**src/psi_pkg.sv**
```systemverilog
// shared constants and types for the boot status indicator
package psi_pkg;

  localparam int unsigned CLK_HZ       = 125_000_000;
  localparam int unsigned QUARTER_MS   = 250;
  localparam int unsigned QUARTER_CYC  = CLK_HZ / 1000 * QUARTER_MS;
  localparam int unsigned BEEP_HZ      = 932;
  localparam int unsigned HIGH_HZ      = 2000;
  localparam int unsigned LOW_HZ       = 1500;
  localparam int unsigned HALF_BEEP    = CLK_HZ / (2 * BEEP_HZ);
  localparam int unsigned HALF_HIGH    = CLK_HZ / (2 * HIGH_HZ);
  localparam int unsigned HALF_LOW     = CLK_HZ / (2 * LOW_HZ);

  // last quarter index of each pattern and blink timings, in quarter seconds
  localparam logic [5:0] PROMPT_LAST   = 6'h01;
  localparam logic [5:0] UPDATE_LAST   = 6'h03;
  localparam logic [5:0] VIDEO_LAST    = 6'h19;
  localparam logic [5:0] MEMORY_LAST   = 6'h21;
  localparam logic [5:0] THERMAL_LAST  = 6'h1f;
  localparam logic [5:0] BLINK_PERIOD  = 6'h08;
  localparam logic [5:0] VIDEO_BLINKS  = 6'h10;
  localparam logic [5:0] MEMORY_BLINKS = 6'h18;

  localparam logic [15:0] CODE_ADDR    = 16'h0080;
  localparam logic [7:0]  CODE_RESET   = 8'h00;

  typedef enum logic [2:0] {
    PSI_IDLE    = 3'b000,
    PSI_PROMPT  = 3'b001,
    PSI_UPDATE  = 3'b010,
    PSI_VIDEO   = 3'b011,
    PSI_MEMORY  = 3'b100,
    PSI_THERMAL = 3'b101
  } psi_pat_t;

  typedef enum logic [1:0] {
    PSI_TONE_OFF  = 2'b00,
    PSI_TONE_BEEP = 2'b01,
    PSI_TONE_HIGH = 2'b10,
    PSI_TONE_LOW  = 2'b11
  } psi_tone_t;

endpackage

```
**src/psi_tone_gen.sv**
```systemverilog
// square wave tone generator with programmable half period
`timescale 1ns/100ps
module psi_tone_gen (
  input  wire logic        sys_clk,
  input  wire logic        sys_rst,
  input  wire logic        toneEn,
  input  wire logic [23:0] halfPeriod,
  output logic             toneOut_q
);
  logic [23:0] halfCnt_q;
  wire         halfDone = (halfCnt_q >= halfPeriod - 24'h000001);

  // a disabled tone parks low so the next beep starts on a clean edge
  always_ff @(posedge sys_clk) begin
    if (sys_rst || !toneEn) begin
      halfCnt_q <= 24'h000000;
      toneOut_q <= 1'b0;
    end else if (halfDone) begin
      halfCnt_q <= 24'h000000;
      toneOut_q <= !toneOut_q;
    end else begin
      halfCnt_q <= halfCnt_q + 24'h000001;
    end
  end

  tone_period_a: assert property (@(posedge sys_clk) disable iff (sys_rst)
    toneEn && halfCnt_q == 24'h000000 && $past(halfDone) && $past(toneEn)
    |-> toneOut_q != $past(toneOut_q))
    else $error("tone did not toggle at half period");

endmodule // psi_tone_gen

```
**src/psi_indicator.sv**
```systemverilog
// beep and blink pattern sequencer with progress code latch
`timescale 1ns/100ps
// Overview of operation
// - prompt: one half-second 932 Hz beep, no blink
// - update: silent, LED off then half-second blinks
// - video: two beeps, pause, played twice only
// - video: two blinks, pause, repeats forever
// - memory: three beeps, pause, repeats forever
// - memory: three blinks, pause, repeats forever
// - thermal: eight alternating high/low beeps, then shutdown
// - thermal: quarter-second blinks, two per beep
// - keep last code written to I/O address 0x0080 in progressCode_q
module psi_indicator import psi_pkg::*; #(
  parameter int unsigned QUARTER_CYCLES = psi_pkg::QUARTER_CYC,
  parameter int unsigned HALF_BEEP_CYC  = psi_pkg::HALF_BEEP,
  parameter int unsigned HALF_HIGH_CYC  = psi_pkg::HALF_HIGH,
  parameter int unsigned HALF_LOW_CYC   = psi_pkg::HALF_LOW
) (
  input  wire logic              sys_clk,
  input  wire logic              sys_rst,
  input  wire logic              patReq,
  input  wire psi_pkg::psi_pat_t patSel,
  input  wire logic              updateDone,
  input  wire logic              ioWr,
  input  wire logic              ioRd,
  input  wire logic [15:0]       ioAddr,
  input  wire logic [7:0]        ioWrData,
  output logic [7:0]             ioRdData_q,
  output logic [7:0]             progressCode_q,
  output logic                   spkOut,
  output logic                   ledOut_q,
  output logic                   shutdownReq_q,
  output logic                   patBusy_q
);
  import psi_pkg::*;

  psi_pat_t    pat_q;
  logic [24:0] quarterCnt_q;
  logic [5:0]  qCnt_q;
  logic        vidToneDone_q;
  logic        repOdd_q;

  wire tick     = (quarterCnt_q == 25'(QUARTER_CYCLES - 1));
  wire codeHit  = (ioAddr == CODE_ADDR);
  wire [5:0] blinkPos = qCnt_q & (BLINK_PERIOD - 6'h01);
  wire blinkOn  = (blinkPos < 6'h04);

  // last quarter of the current pattern cycle
  wire [5:0] lastQ =
    (pat_q == PSI_PROMPT)  ? PROMPT_LAST  :
    (pat_q == PSI_UPDATE)  ? UPDATE_LAST  :
    (pat_q == PSI_VIDEO)   ? VIDEO_LAST   :
    (pat_q == PSI_MEMORY)  ? MEMORY_LAST  : THERMAL_LAST;
  wire cycleEnd = tick && (qCnt_q == lastQ);

  wire vidOn = (qCnt_q < VIDEO_BLINKS) && blinkOn;
  wire memOn = (qCnt_q < MEMORY_BLINKS) && blinkOn;

  psi_tone_t toneSel;
  assign toneSel =
    (pat_q == PSI_PROMPT)                   ? PSI_TONE_BEEP :
    (pat_q == PSI_VIDEO && !vidToneDone_q
      && vidOn)                             ? PSI_TONE_BEEP :
    (pat_q == PSI_MEMORY && memOn)          ? PSI_TONE_BEEP :
    (pat_q == PSI_THERMAL && !qCnt_q[2])    ? PSI_TONE_HIGH :
    (pat_q == PSI_THERMAL)                  ? PSI_TONE_LOW  :
                                              PSI_TONE_OFF;

  wire ledD =
    (pat_q == PSI_UPDATE)  ? qCnt_q[1]   :
    (pat_q == PSI_VIDEO)   ? vidOn       :
    (pat_q == PSI_MEMORY)  ? memOn       :
    (pat_q == PSI_THERMAL) ? !qCnt_q[0]  :
                             1'b0;

  wire [23:0] halfPeriod =
    (toneSel == PSI_TONE_HIGH) ? 24'(HALF_HIGH_CYC) :
    (toneSel == PSI_TONE_LOW)  ? 24'(HALF_LOW_CYC)  :
                                 24'(HALF_BEEP_CYC);

  // one-shot patterns return to idle; the endless ones wrap
  psi_pat_t patD;
  always_comb begin
    patD = pat_q;
    if (patReq) begin
      patD = patSel;
    end else if (cycleEnd) begin
      case (pat_q)
        PSI_PROMPT:  patD = PSI_IDLE;
        PSI_THERMAL: patD = PSI_IDLE;
        default:     patD = pat_q;
      endcase
    end
    if (!patReq && pat_q == PSI_UPDATE && updateDone) begin
      patD = PSI_IDLE;
    end
  end

  always_ff @(posedge sys_clk) begin
    if (sys_rst || patReq || tick) begin
      quarterCnt_q <= 25'h0000000;
    end else begin
      quarterCnt_q <= quarterCnt_q + 25'h0000001;
    end
  end

  always_ff @(posedge sys_clk) begin
    if (sys_rst || patReq || cycleEnd) begin
      qCnt_q <= 6'h00;
    end else if (tick) begin
      qCnt_q <= qCnt_q + 6'h01;
    end
  end

  // the video tone sequence plays twice; the blinks carry on alone
  always_ff @(posedge sys_clk) begin
    if (sys_rst || patReq) begin
      vidToneDone_q <= 1'b0;
    end else if (pat_q == PSI_VIDEO && cycleEnd && qCnt_q == VIDEO_LAST) begin
      vidToneDone_q <= vidToneDone_q | repOdd_q;
    end
  end

  always_ff @(posedge sys_clk) begin
    if (sys_rst || patReq) begin
      repOdd_q <= 1'b0;
    end else if (pat_q == PSI_VIDEO && cycleEnd) begin
      repOdd_q <= 1'b1;
    end
  end

  always_ff @(posedge sys_clk) begin
    if (sys_rst) begin
      pat_q         <= PSI_IDLE;
      ledOut_q      <= 1'b0;
      shutdownReq_q <= 1'b0;
      patBusy_q     <= 1'b0;
    end else begin
      pat_q         <= patD;
      ledOut_q      <= ledD;
      shutdownReq_q <= shutdownReq_q
                       || (pat_q == PSI_THERMAL && cycleEnd);
      patBusy_q     <= (patD != PSI_IDLE);
    end
  end

  // holds the last progress code; nothing but a new write or a reset changes it
  always_ff @(posedge sys_clk) begin
    if (sys_rst) begin
      progressCode_q <= CODE_RESET;
      ioRdData_q     <= 8'h00;
    end else begin
      if (ioWr && codeHit) begin
        progressCode_q <= ioWrData;
      end
      ioRdData_q <= (ioRd && codeHit) ? progressCode_q : 8'h00;
    end
  end

  psi_tone_gen u_tone (
    .sys_clk    (sys_clk),
    .sys_rst    (sys_rst),
    .toneEn     (toneSel != PSI_TONE_OFF),
    .halfPeriod (halfPeriod),
    .toneOut_q  (spkOut)
  );

  code_hold_a: assert property (@(posedge sys_clk) disable iff (sys_rst)
    ioWr && codeHit |=> progressCode_q == $past(ioWrData))
    else $error("progress code not latched");
  code_keep_a: assert property (@(posedge sys_clk) disable iff (sys_rst)
    !(ioWr && codeHit) |=> $stable(progressCode_q))
    else $error("progress code changed without write");
  prompt_beep_a: assert property (@(posedge sys_clk) disable iff (sys_rst)
    pat_q == PSI_PROMPT |-> toneSel == PSI_TONE_BEEP && !ledD)
    else $error("prompt pattern wrong");
  prompt_end_a: assert property (@(posedge sys_clk) disable iff (sys_rst)
    pat_q == PSI_PROMPT && tick && qCnt_q == 6'h01 && !patReq
    |=> pat_q == PSI_IDLE)
    else $error("prompt beep length wrong");
  update_led_a: assert property (@(posedge sys_clk) disable iff (sys_rst)
    pat_q == PSI_UPDATE |-> toneSel == PSI_TONE_OFF && ledD == qCnt_q[1])
    else $error("update blink wrong");
  video_gap_a: assert property (@(posedge sys_clk) disable iff (sys_rst)
    pat_q == PSI_VIDEO && qCnt_q >= 6'h10 |-> !ledD
    && toneSel == PSI_TONE_OFF)
    else $error("video pause not dark");
  video_stop_a: assert property (@(posedge sys_clk) disable iff (sys_rst)
    pat_q == PSI_VIDEO && vidToneDone_q |-> toneSel == PSI_TONE_OFF)
    else $error("video beeps beyond two rounds");
  memory_wrap_a: assert property (@(posedge sys_clk) disable iff (sys_rst)
    pat_q == PSI_MEMORY && tick && qCnt_q == 6'h21 && !patReq
    |=> pat_q == PSI_MEMORY && qCnt_q == 6'h00)
    else $error("memory pattern did not repeat");
  memory_blink_a: assert property (@(posedge sys_clk) disable iff (sys_rst)
    pat_q == PSI_MEMORY && qCnt_q < 6'h18 |-> ledD == !qCnt_q[2]
    && (toneSel == PSI_TONE_BEEP) == ledD)
    else $error("memory blink wrong");
  thermal_tone_a: assert property (@(posedge sys_clk) disable iff (sys_rst)
    pat_q == PSI_THERMAL |-> toneSel == (qCnt_q[2] ? PSI_TONE_LOW
    : PSI_TONE_HIGH) && ledD == !qCnt_q[0])
    else $error("thermal tone or blink wrong");
  thermal_stop_a: assert property (@(posedge sys_clk) disable iff (sys_rst)
    pat_q == PSI_THERMAL && tick && qCnt_q == 6'h1f && !patReq
    |=> shutdownReq_q && pat_q == PSI_IDLE)
    else $error("thermal shutdown missing");
  replace_a: assert property (@(posedge sys_clk) disable iff (sys_rst)
    patReq |=> pat_q == $past(patSel) && qCnt_q == 6'h00)
    else $error("new request did not replace pattern");

  prompt_c: cover property (@(posedge sys_clk) disable iff (sys_rst)
    pat_q == PSI_PROMPT ##1 pat_q == PSI_IDLE);
  memory_c: cover property (@(posedge sys_clk) disable iff (sys_rst)
    pat_q == PSI_MEMORY && cycleEnd);
  thermal_c: cover property (@(posedge sys_clk) disable iff (sys_rst)
    $rose(shutdownReq_q));
  video_c: cover property (@(posedge sys_clk) disable iff (sys_rst)
    $rose(vidToneDone_q));

endmodule // psi_indicator

```
**config.mk**
```make
export PLATFORM = sky130hd
export DESIGN_NAME = psi_indicator
export DESIGN_NICKNAME = d
export VERILOG_FILES = /design/src/psi_pkg.sv /design/src/psi_tone_gen.sv /design/src/psi_indicator.sv
export SDC_FILE = /design/constraint.sdc
export NUM_CORES = 1
export LEC_CHECK = 0
export BUFFER_PORTS_ARGS = -buffer_cell sky130_fd_sc_hd__buf_2
export CAP_MARGIN = 20
export CORE_MARGIN = 2
export CORE_UTILIZATION = 57
export DETAILED_ROUTE_END_ITERATION = 8
export PLACE_DENSITY_LB_ADDON = 0.08
export SLEW_MARGIN = 10
export SYNTH_ARGS = -nofsm -noshare
export SYNTH_HDL_FRONTEND = slang
export SYNTH_SLANG_ARGS = --single-unit
```
**constraint.sdc**
```tcl
create_clock -name sys_clk -period 3.6 [get_ports sys_clk]
set_input_delay 0.36 -clock sys_clk [delete_from_list [all_inputs] [get_ports sys_clk]]
set_output_delay 0.36 -clock sys_clk [all_outputs]
set_load 0.05 [all_outputs]
```
# --- Yosys cells after proc, flatten, opt, wreduce, memory -nomap -nowiden ---
# Index checks and enable logic that the tools add are counted.
totals:
  ff_bits: 80
  in_bits: 33
  output_inout_bits: 20
  elab_cells: 82
classes:
  add_sub_neg: 4
  order_cmp: 4
  eq_ne: 11
  n_mux: 19
  n_bitwise: 2
  reduce_logical: 30
op_table:
  columns: ["operator", "count"]
  rows:
  - ["$mux 17", 2]
  - ["$add 25x1->25 const B", 1]
  - ["$eq 25x25->1 const B", 1]
  - ["$add 24x1->24 const B", 1]
  - ["$ge 24x24->1", 1]
  - ["$mux 6", 4]
  - ["$sub 17x1->18 const B", 1]
  - ["$eq 16x8->1 const B", 1]
  - ["$logic_and 1x1->1", 14]
  - ["$lt 6x5->1 const B", 2]
  - ["$mux 3", 4]
  - ["$mux 2", 5]
  - ["$add 6x1->6 const B", 1]
  - ["$eq 3x2->1 const B", 2]
  - ["$eq 3x3->1 const B", 2]
  - ["$eq 6x5->1 const B", 1]
  - ["$eq 6x6->1", 1]
  - ["$logic_not 1->1", 6]
  - ["$reduce_or 2->1", 3]
  - ["$logic_or 1x1->1", 5]
  - ["$eq 2x2->1 const B", 2]
  - ["$mux 1", 4]
  - ["$eq 3x1->1 const B", 1]
  - ["$lt 3x3->1 const B", 1]
  - ["4 further kinds", 4]

# --- Longest topological paths before layout ---
# Gate-level depths: netlist of the first run.
logic_depth:
  ltp_word: 12
  mapped_depth: 12
  mapped_depth_nobuf: 10

# --- By module ---
# From an unflattened synthesis of the first run, not the netlist that was laid out.
unflattened:
  cells_unflattened: 522
  hier_area_um2: 4481.8
modules_own_cells:
  columns: ["mod", "instances", "cells_per_inst", "area_each_um2", "seq_area_each_um2"]
  rows:
  - ["psi_indicator", 1, 287, 2533.7, 1101.1]
  - ["psi_tone_gen", 1, 235, 1948.1, 500.5]

# --- Least setup slack after synthesis of the first run ---
# Ideal clock, no wire load.
synth_path:
  path_kind: "reg-to-reg"
  from: "reg pat_q[2]"
  to: "reg u_tone.toneOut_q"
  setup_time_ns: 0.072
  t_arrival_ns: 2.787
  required_time_ns: 3.528
  slack_ns: 0.742
  stages_incl_launch_ff: 12
  n_path_buf: 2
  period_less_slack_ns: 2.858
  path_cell_list: "dfxtp_1 > clkbuf_1 > nor2b_1 > and2_1 > nand2b_1 > ha_1 > nand4_1 > or3_1 > and3_1 > a32oi_1 > clkbuf_1 > mux2i_1"
synth_via:
  elab_chain_cells: 11
  word_cells_on_any_way: 22
  classes_between: "add/sub: 1; order compare: 1; eq/ne: 6; mux: 7; reduce/logical: 7"
synth_rtl:
  columns: ["item", "line", "rtl"]
  rows:
  - ["start, declared", "psi_indicator.sv:37", "psi_pat_t pat_q;"]
  - ["start signal, assigned", "psi_indicator.sv:139", "pat_q <= patD;"]
  - ["$eq 3x3->1", "psi_indicator.sv:65, psi_indicator.sv:66", null]
  - ["$mux 2 / $logic_and 1x1->1 (equally long branches)", "psi_indicator.sv:66, psi_indicator.sv:65", null]
  - ["$mux 2", "psi_indicator.sv:65", "(pat_q == PSI_THERMAL && !qCnt_q[2]) ? PSI_TONE_HIGH :"]
  - ["$mux 2", "psi_indicator.sv:64", "(pat_q == PSI_MEMORY && memOn) ? PSI_TONE_BEEP :"]
  - ["$mux 2", "psi_indicator.sv:63", "&& vidOn) ? PSI_TONE_BEEP :"]
  - ["$mux 2 (*)", "psi_indicator.sv:61", "(pat_q == PSI_PROMPT) ? PSI_TONE_BEEP :"]
  - ["$eq 2x2->1", "psi_indicator.sv:78", "(toneSel == PSI_TONE_LOW) ? 24'(HALF_LOW_CYC) :"]
  - ["$mux 17", "psi_indicator.sv:78", null]
  - ["$mux 17", "psi_indicator.sv:77", "(toneSel == PSI_TONE_HIGH) ? 24'(HALF_HIGH_CYC) :"]
  - ["$sub 17x1->18", "psi_tone_gen.sv:11", "wire halfDone = (halfCnt_q >= halfPeriod - 24'h000001);"]
  - ["$ge 24x24->1", "psi_tone_gen.sv:11", null]
  - ["end signal, assigned", "psi_tone_gen.sv:20", "toneOut_q <= !toneOut_q;"]
  - ["end, declared", "psi_tone_gen.sv:8", "output logic toneOut_q"]
# Mark *: on every way between the ends. The rest lies on a longest branch, timed or not.
# A chain may end at the register's enable or synchronous reset.

# --- Final worst setup path of the first run ---
# Ends and elaborated chain as after synthesis.

==> metrics.txt, run 1 <==
post-detailed-route count of antenna-violating nets=0; required time at the worst-slack endpoint=3.88 ns; weighted congestion reported at the end of routability-driven placement=0.858; Worst Path Arrival=3.24 ns; die outline height=86.3 µm; number of hold-repair buffers added at the cts stage=0; worst ir drop on vdd=0.193 mV; async set-reset flop share out of synthesis=0; # resized after CTS=0; number of vias per cell after detailed routing=5.53; number of placement rows=29; Post-layout nets=534; TritonCTS clock tree=done; internal cell power=1180 µW; register bit total from synthesis=80; clock-pin slew of the registers on the worst-case setup and hold paths=0.09 ns; via count of the first global-routing pass=2925; status=finished clean; detailed-route wire length on metal 1=3790 µm; RSZ-0062 raised after global routing=no; combinational power share=0.050; Final Skew=0.0124 ns; highest signal layer in the routed design=met4; pin count of the biggest net entering global routing=24; worst setup path category=flop to flop; placed wire-length estimate after detailed placement=5570 µm; endpoints failing setup=0; Pins Over Slew Limit=0; number of endpoints with negative hold slack in the final report=0; maximum count of clock buffers along a single path=2; H-tree Lvls=3; share of synthesized area occupied by flip-flops and latches=0.415; detail-routed net length per standard cell=13.5 µm; Yosys warning count=0; Max-cap violations=0; Hold Path Class=input pin to flop; Avg Cell Area, Syn=9.04 µm²; cell at the root of the clock tree=clkbuf_8; number of buffers created by CTS=9; drt initial violations=126; Post-CTS Setup Bufs=0; Commonest cells post-synth=80 x dfxtp_1, 44 x nor2_1, 30 x nor3_1; Post-Route WL=7590 µm; nature of the critical path startpoint=flop; Detailed Routing Iterations Pass 1=4; Rel. slew slack=0.499; Detail Route met3 WL=323 µm; insertion delay to the later sink of the worst-skew pair=0.36 ns; via total after detailed routing=3119; instance count of the mapped netlist=427; total core area=6460 µm²; IO buf count=52; total power density per cell area=363 nW/µm²; number of diodes=0; share of the synthesized area in the top cell type=0.415; Post-synth top flop=dfxtp_1; synthesis-to-finish area growth=12.8%; Cell Area, Synth=3860 µm²; initial antenna violation count=0; Starting Density=0.598; Least-Margin Pin Slew=0.749 ns; dominant cells by area after synthesis=dfxtp_1 41%, ha_1 6.2%, xor2_1 5.9%, nor2_1 4.3%, nor3_1 3.9%; sequential power share=0.570; count of flip-flops with a built-in enable after synthesis=0; switching power=402 µW; capturing element type of the critical path=flop; fraction of final layout cells sized beyond drive strength 1=0.175; floorplan die area=7450 µm²; count leader, synth=dfxtp_1; setup_tns=0 ns; total power draw=1580 µW; width of the chip=86.3 µm; final critical-path required period=2.96 ns; amount of wire on met2 after detailed routing=3340 µm; final period utilization=0.822; clock network power share=0.380; boundary pin count=53; DRC violations left=0; global-route wire length before repair=13100 µm; f_max=338 MHz; number of distinct library cells after synthesis=54; overflow left after global routing=0; critical path fanouts, max=12; Sw Ratio=0.254; CTS sink cnt=80; Leak=0.00175 µW; GRT Overall Usage=0.219; leading area contributor after synthesis=dfxtp_1
## metrics by stage
step	std cells	worst slack (ns)	hold slack, ns	util	area (µm²)
after floorplan	431	0.742	0.438	-	3880
after global placement	548	0.796	0.458	0.647	4180
after detailed placement	548	0.706	0.462	0.647	4180
after CTS	564	0.648	0.223	0.674	4360
after global routing	564	0.371	0.226	0.674	4360
final	564	0.641	0.233	0.674	4360
## layout by cell type (no fill, tap or decap), types with 5 or more instances in the layout
cell type	n
clkbuf_8	9
conb_1	6
or3_1	5
dfxtp_1	80
nor2_1	44
nor3_1	30
nor4_1	8
xnor2_1	15
and3_1	11
xor2_1	26
o21ai_0	5
buf_2	52
inv_1	10
a21oi_1	15
mux2i_1	11
nand2_1	24
and2_1	15
nand4_1	14
ha_1	19
nand3_1	22
## worst max-delay path, cell delays in order, from the launching register on
cell and delay [ns]:
dfxtp_1 0.53, nor2b_1 0.31, and2_1 0.27, nand2b_1 0.15, ha_1 0.32, nand4_1 0.12, or3_1 0.37, and3_1 0.18
a32oi_1 0.24, buf_4 0.21, mux2i_1 0.18
## final cells by class
| cell class | instances | area (µm²) |
|---|---|---|
| clock buffers | 9 | 124 |
| clock inverters | 7 | 55.1 |
| fillers | 550 | 2100 |
| inverters | 10 | 37.5 |
| multi-input cells | 326 | 2160 |
| flip-flops and latches | 80 | 1600 |
| well taps | 77 | 96.3 |
| repair buffers | 55 | 283 |
## path summary, 6_finish.rpt
path                                        from                        endpoint  slack, ns  depth (start not counted)
hold / removal                       ioWrData[7]  progressCode_q[7]$_SDFFE_PP0P_       0.23                          3
setup reg to reg             pat_q[2]$_SDFF_PP0_   u_tone.toneOut_q$_SDFFE_PP0P_       0.64                         10
setup / recovery             pat_q[2]$_SDFF_PP0_   u_tone.toneOut_q$_SDFFE_PP0P_       0.64                         10
hold reg to reg   progressCode_q[2]$_SDFFE_PP0P_        ioRdData_q[2]$_SDFF_PP0_       0.48                          1
## layer usage
metal | global-route usage | up-vias
met2 | 0.355 | 64
met1 | 0.288 | 1420
met5 | 0 | -
met4 | 0.0938 | 0
li1 | - | 1626
met3 | 0.0400 | 9
## power by group through the flow
stage               combinational [µW]  sequential [µW]  clock, µW
finish                            78.3              901        601
global route                      86.8              902        653
CTS                               78.8              900        622
detailed placement                78.4              921          0
global placement                  77.2              921          0
floorplan                         45.0              926          0
## logic make-up after synthesis
kind of cell / after synthesis / share of synthesized area
AOI/OAI and AO/OA: 46 / 0.0823
DFF: 80 / 0.415
muxes: 11 / 0.0285
other: 2 / 0.00194
buffers and inverters: 25 / 0.0301
and+or+nand+nor: 203 / 0.288
xor gates and xnor gates: 41 / 0.0930
adders and majority gates: 19 / 0.0616
## state kept, by name, summed over array words and instances (netlist names)
name,flops
progressCode_q,8
shutdownReq_q,1
pat_q,3
patBusy_q,1
u_tone.halfCnt_q,24
ioRdData_q,8
u_tone.toneOut_q,1
quarterCnt_q,25
vidToneDone_q,1
qCnt_q,6
ledOut_q,1
repOdd_q,1
Note: power is estimated with default switching activity, not from simulation.
==> run 2: changes to the inputs <==
==> constraint.sdc (replaced) <==
create_clock -name sys_clk -period 2.92 [get_ports sys_clk]
set_input_delay 0.292 -clock sys_clk [delete_from_list [all_inputs] [get_ports sys_clk]]
set_output_delay 0.292 -clock sys_clk [all_outputs]
set_load 0.05 [all_outputs]
==> run 2 against run 1 <==
Net effect:
- combinational power rose by 34%
- global-route usage rose by 0.15 points
- critical path type unchanged
- clock-buffer cell count rose by 2
- highest routed layer unchanged
- clock skew rose by 0.0021 ns
- sequential cell count did not move
- total power rose by 31%
- largest cell class unchanged
- hold slack got worse by 0.064 ns
- cell count rose by 0.35%
==> metrics.txt, run 2 (synthesized netlist as in run 1, its figures left out) <==
cell at the root of the clock tree=clkbuf_8; CTS sink cnt=80 (unchanged); Max-cap violations=0 (unchanged); number of buffers and inverters on the critical path=1 (unchanged); Pins Over Slew Limit=0 (unchanged); total core area=6460 µm² (unchanged); fraction of final layout cells sized beyond drive strength 1=0.178 (+0.00338); pin count of the biggest net entering global routing=24 (unchanged); die outline height=86.3 µm (unchanged); width of the chip=86.3 µm (unchanged); cell total after placement=550 (+0.36%); Hold Path Class=input pin to flop; Worst Path Arrival=2.91 ns (-0.33 ns); maximum count of clock buffers along a single path=2 (unchanged); post-route worst setup slack=0.283 ns (-0.358 ns); status=finished clean; endpoints failing setup=0 (unchanged); minimum setup slack after placement=0.309 ns (-0.397 ns); H-tree Lvls=3 (unchanged); synthesis-to-finish area growth=14.2%; clock-pin slew of the registers on the worst-case setup and hold paths=0.09 ns (about the same); kind of cell adding the most delay to the critical path=simple AND/OR/NAND/NOR gates; overflow left after global routing=0 (unchanged); via count of the first global-routing pass=3081 (+5.3%); setup_tns=0 ns (unchanged); final non-filler cell total=566 (+0.35%); capturing element type of the critical path=flop; required time at the worst-slack endpoint=3.19 ns (-0.69 ns); number of diodes=0 (unchanged); nature of the critical path startpoint=flop; IO buf count=52 (unchanged); number of vias per cell after detailed routing=5.72 (+3.4%); most common cell after layout, fill and taps aside=dfxtp_1; DRC violations left=0 (unchanged); chain of cells forming the critical path=nor2b_1 > and2_1 > nand2b_1 > ha_1 > nand4_1 > or3_1 > and3_1 > a32oi_1 > buf_6 > mux2i_1; insertion delay to the later sink of the worst-skew pair=0.35 ns (about the same); Leak=0.00180 µW (+2.5%); final critical-path required period=2.64 ns (-0.322 ns); f_max=379 MHz (+12%); cell area after layout=4410 µm² (+1.2%); initial antenna violation count=0 (unchanged); post-detailed-route count of antenna-violating nets=0 (unchanged); drt initial violations=165 (+31%); Post-CTS Setup Bufs=0 (unchanged); global-route wire length before repair=13300 µm (+1.8%); biggest cell delay along the critical path=0.37 ns (-0.16 ns); Post-Route WL=7740 µm (+2.0%); Starting Density=0.598 (unchanged); number of endpoints with negative hold slack in the final report=0 (unchanged); area post-placement=4190 µm² (+0.36%); biggest regs=quarterCnt_q x25, u_tone.halfCnt_q x24; GRT Overall Usage=0.221 (+0.00150); final period utilization=0.903 (+0.0811); area taken by multi-input logic gates=2160 µm² (unchanged); floorplan die area=7450 µm² (unchanged); worst setup path category=flop to flop; post-route worst hold slack=0.170 ns (-0.0636 ns); TritonCTS clock tree=done; placed wire-length estimate after detailed placement=5670 µm (+1.9%); number of placement rows=29 (unchanged); number of buffers created by CTS=9 (unchanged); Final Skew=0.0145 ns (+0.00213 ns); total power density per cell area=470 nW/µm² (+30%); register area=1600 µm² (unchanged); Largest register FFs=25 (unchanged); Rel. slew slack=0.510 (+0.0109); RSZ-0062 raised after global routing=no; Post-layout nets=536 (+0.37%); fill cell count=569 (+3.5%); Least-Margin Pin Slew=0.733 ns (-0.0163 ns); boundary pin count=53 (unchanged); largest reg by FF count=quarterCnt_q; library cell contributing the largest single delay on the critical path=dfxtp_1; via total after detailed routing=3235 (+3.7%); commonest non-fill, non-tap cells in the layout=80 x dfxtp_1, 52 x buf_2, 44 x nor2_1; critical path fanouts, max=20 (+8); detail-routed net length per standard cell=13.7 µm (+1.6%); number of hold-repair buffers added at the cts stage=0 (unchanged); worst ir drop on vdd=0.281 mV (+45%); Detailed Routing Iterations Pass 1=6 (+2); weighted congestion reported at the end of routability-driven placement=0.838 (-2.4%)
[run 2: worst paths after layout]
| path | cells past startpoint | slack (ns) | end | start |
|---|---|---|---|---|
| worst max register to register | 10 | 0.28 | u_tone.toneOut_q$_SDFFE_PP0P_ | pat_q[1]$_SDFF_PP0_ |
| worst min register to register | 1 | 0.48 | ioRdData_q[1]$_SDFF_PP0_ | progressCode_q[1]$_SDFFE_PP0P_ |
| worst max-delay path | 10 | 0.28 | u_tone.toneOut_q$_SDFFE_PP0P_ | pat_q[1]$_SDFF_PP0_ |
| worst min-delay path | 3 | 0.17 | progressCode_q[0]$_SDFFE_PP0P_ | ioWrData[0] |
[run 2: worst register-to-register path, delay by kind of cell, from the launching register on]
| kind | cells | cell delay, ns |
|---|---|---|
| buffers and inverters | 1 | 0.22 |
| AOI/OAI and AO/OA | 1 | 0.22 |
| muxes | 1 | 0.22 |
| adders and majority gates | 1 | 0.32 |
| DFF | 1 | 0.37 |
| and+or+nand+nor | 6 | 1.20 |
[run 2: final cells by class]
cell class                      instances  share of cell area
Clock buffer                           11              0.0343
Clock inverter                          5              0.0139
Inverter                               10             0.00852
Multi-Input combinational cell        326               0.490
Sequential cell                        80               0.363
Tap cell                               77              0.0219
Timing Repair Buffer                   57              0.0684
[run 2: repair_timing]
item / 4_1_cts / 5_1_grt
gates resized for setup: 0 / 1
endpoints found under the hold margin: 0 / 0
setup endpoints to repair: 0 / 1
[run 2: per-stage QoR]
| step | total power [µW] | util |
|---|---|---|
| finish | 2070 | 0.682 |
| global route | 2150 | 0.682 |
| CTS | 2090 | 0.682 |
| detailed placement | 1240 | 0.649 |
| global placement | 1230 | 0.649 |
| floorplan | 1200 | - |
[run 2: where the power goes]
group | switching [µW] | total, µW | internal [µW]
Clock | 414 | 863 | 448
Sequential | 5.78 | 1110 | 1100
Combinational | 64.9 | 105 | 39.7
[run 2: routing by layer]
metal	vias up	track usage	share of wire
met2	89	0.375	0.48
met4	0	0.101	0.014
met1	1500	0.272	0.46
li1	1633	-	-
met3	13	0.0410	0.051
met5	-	0	0
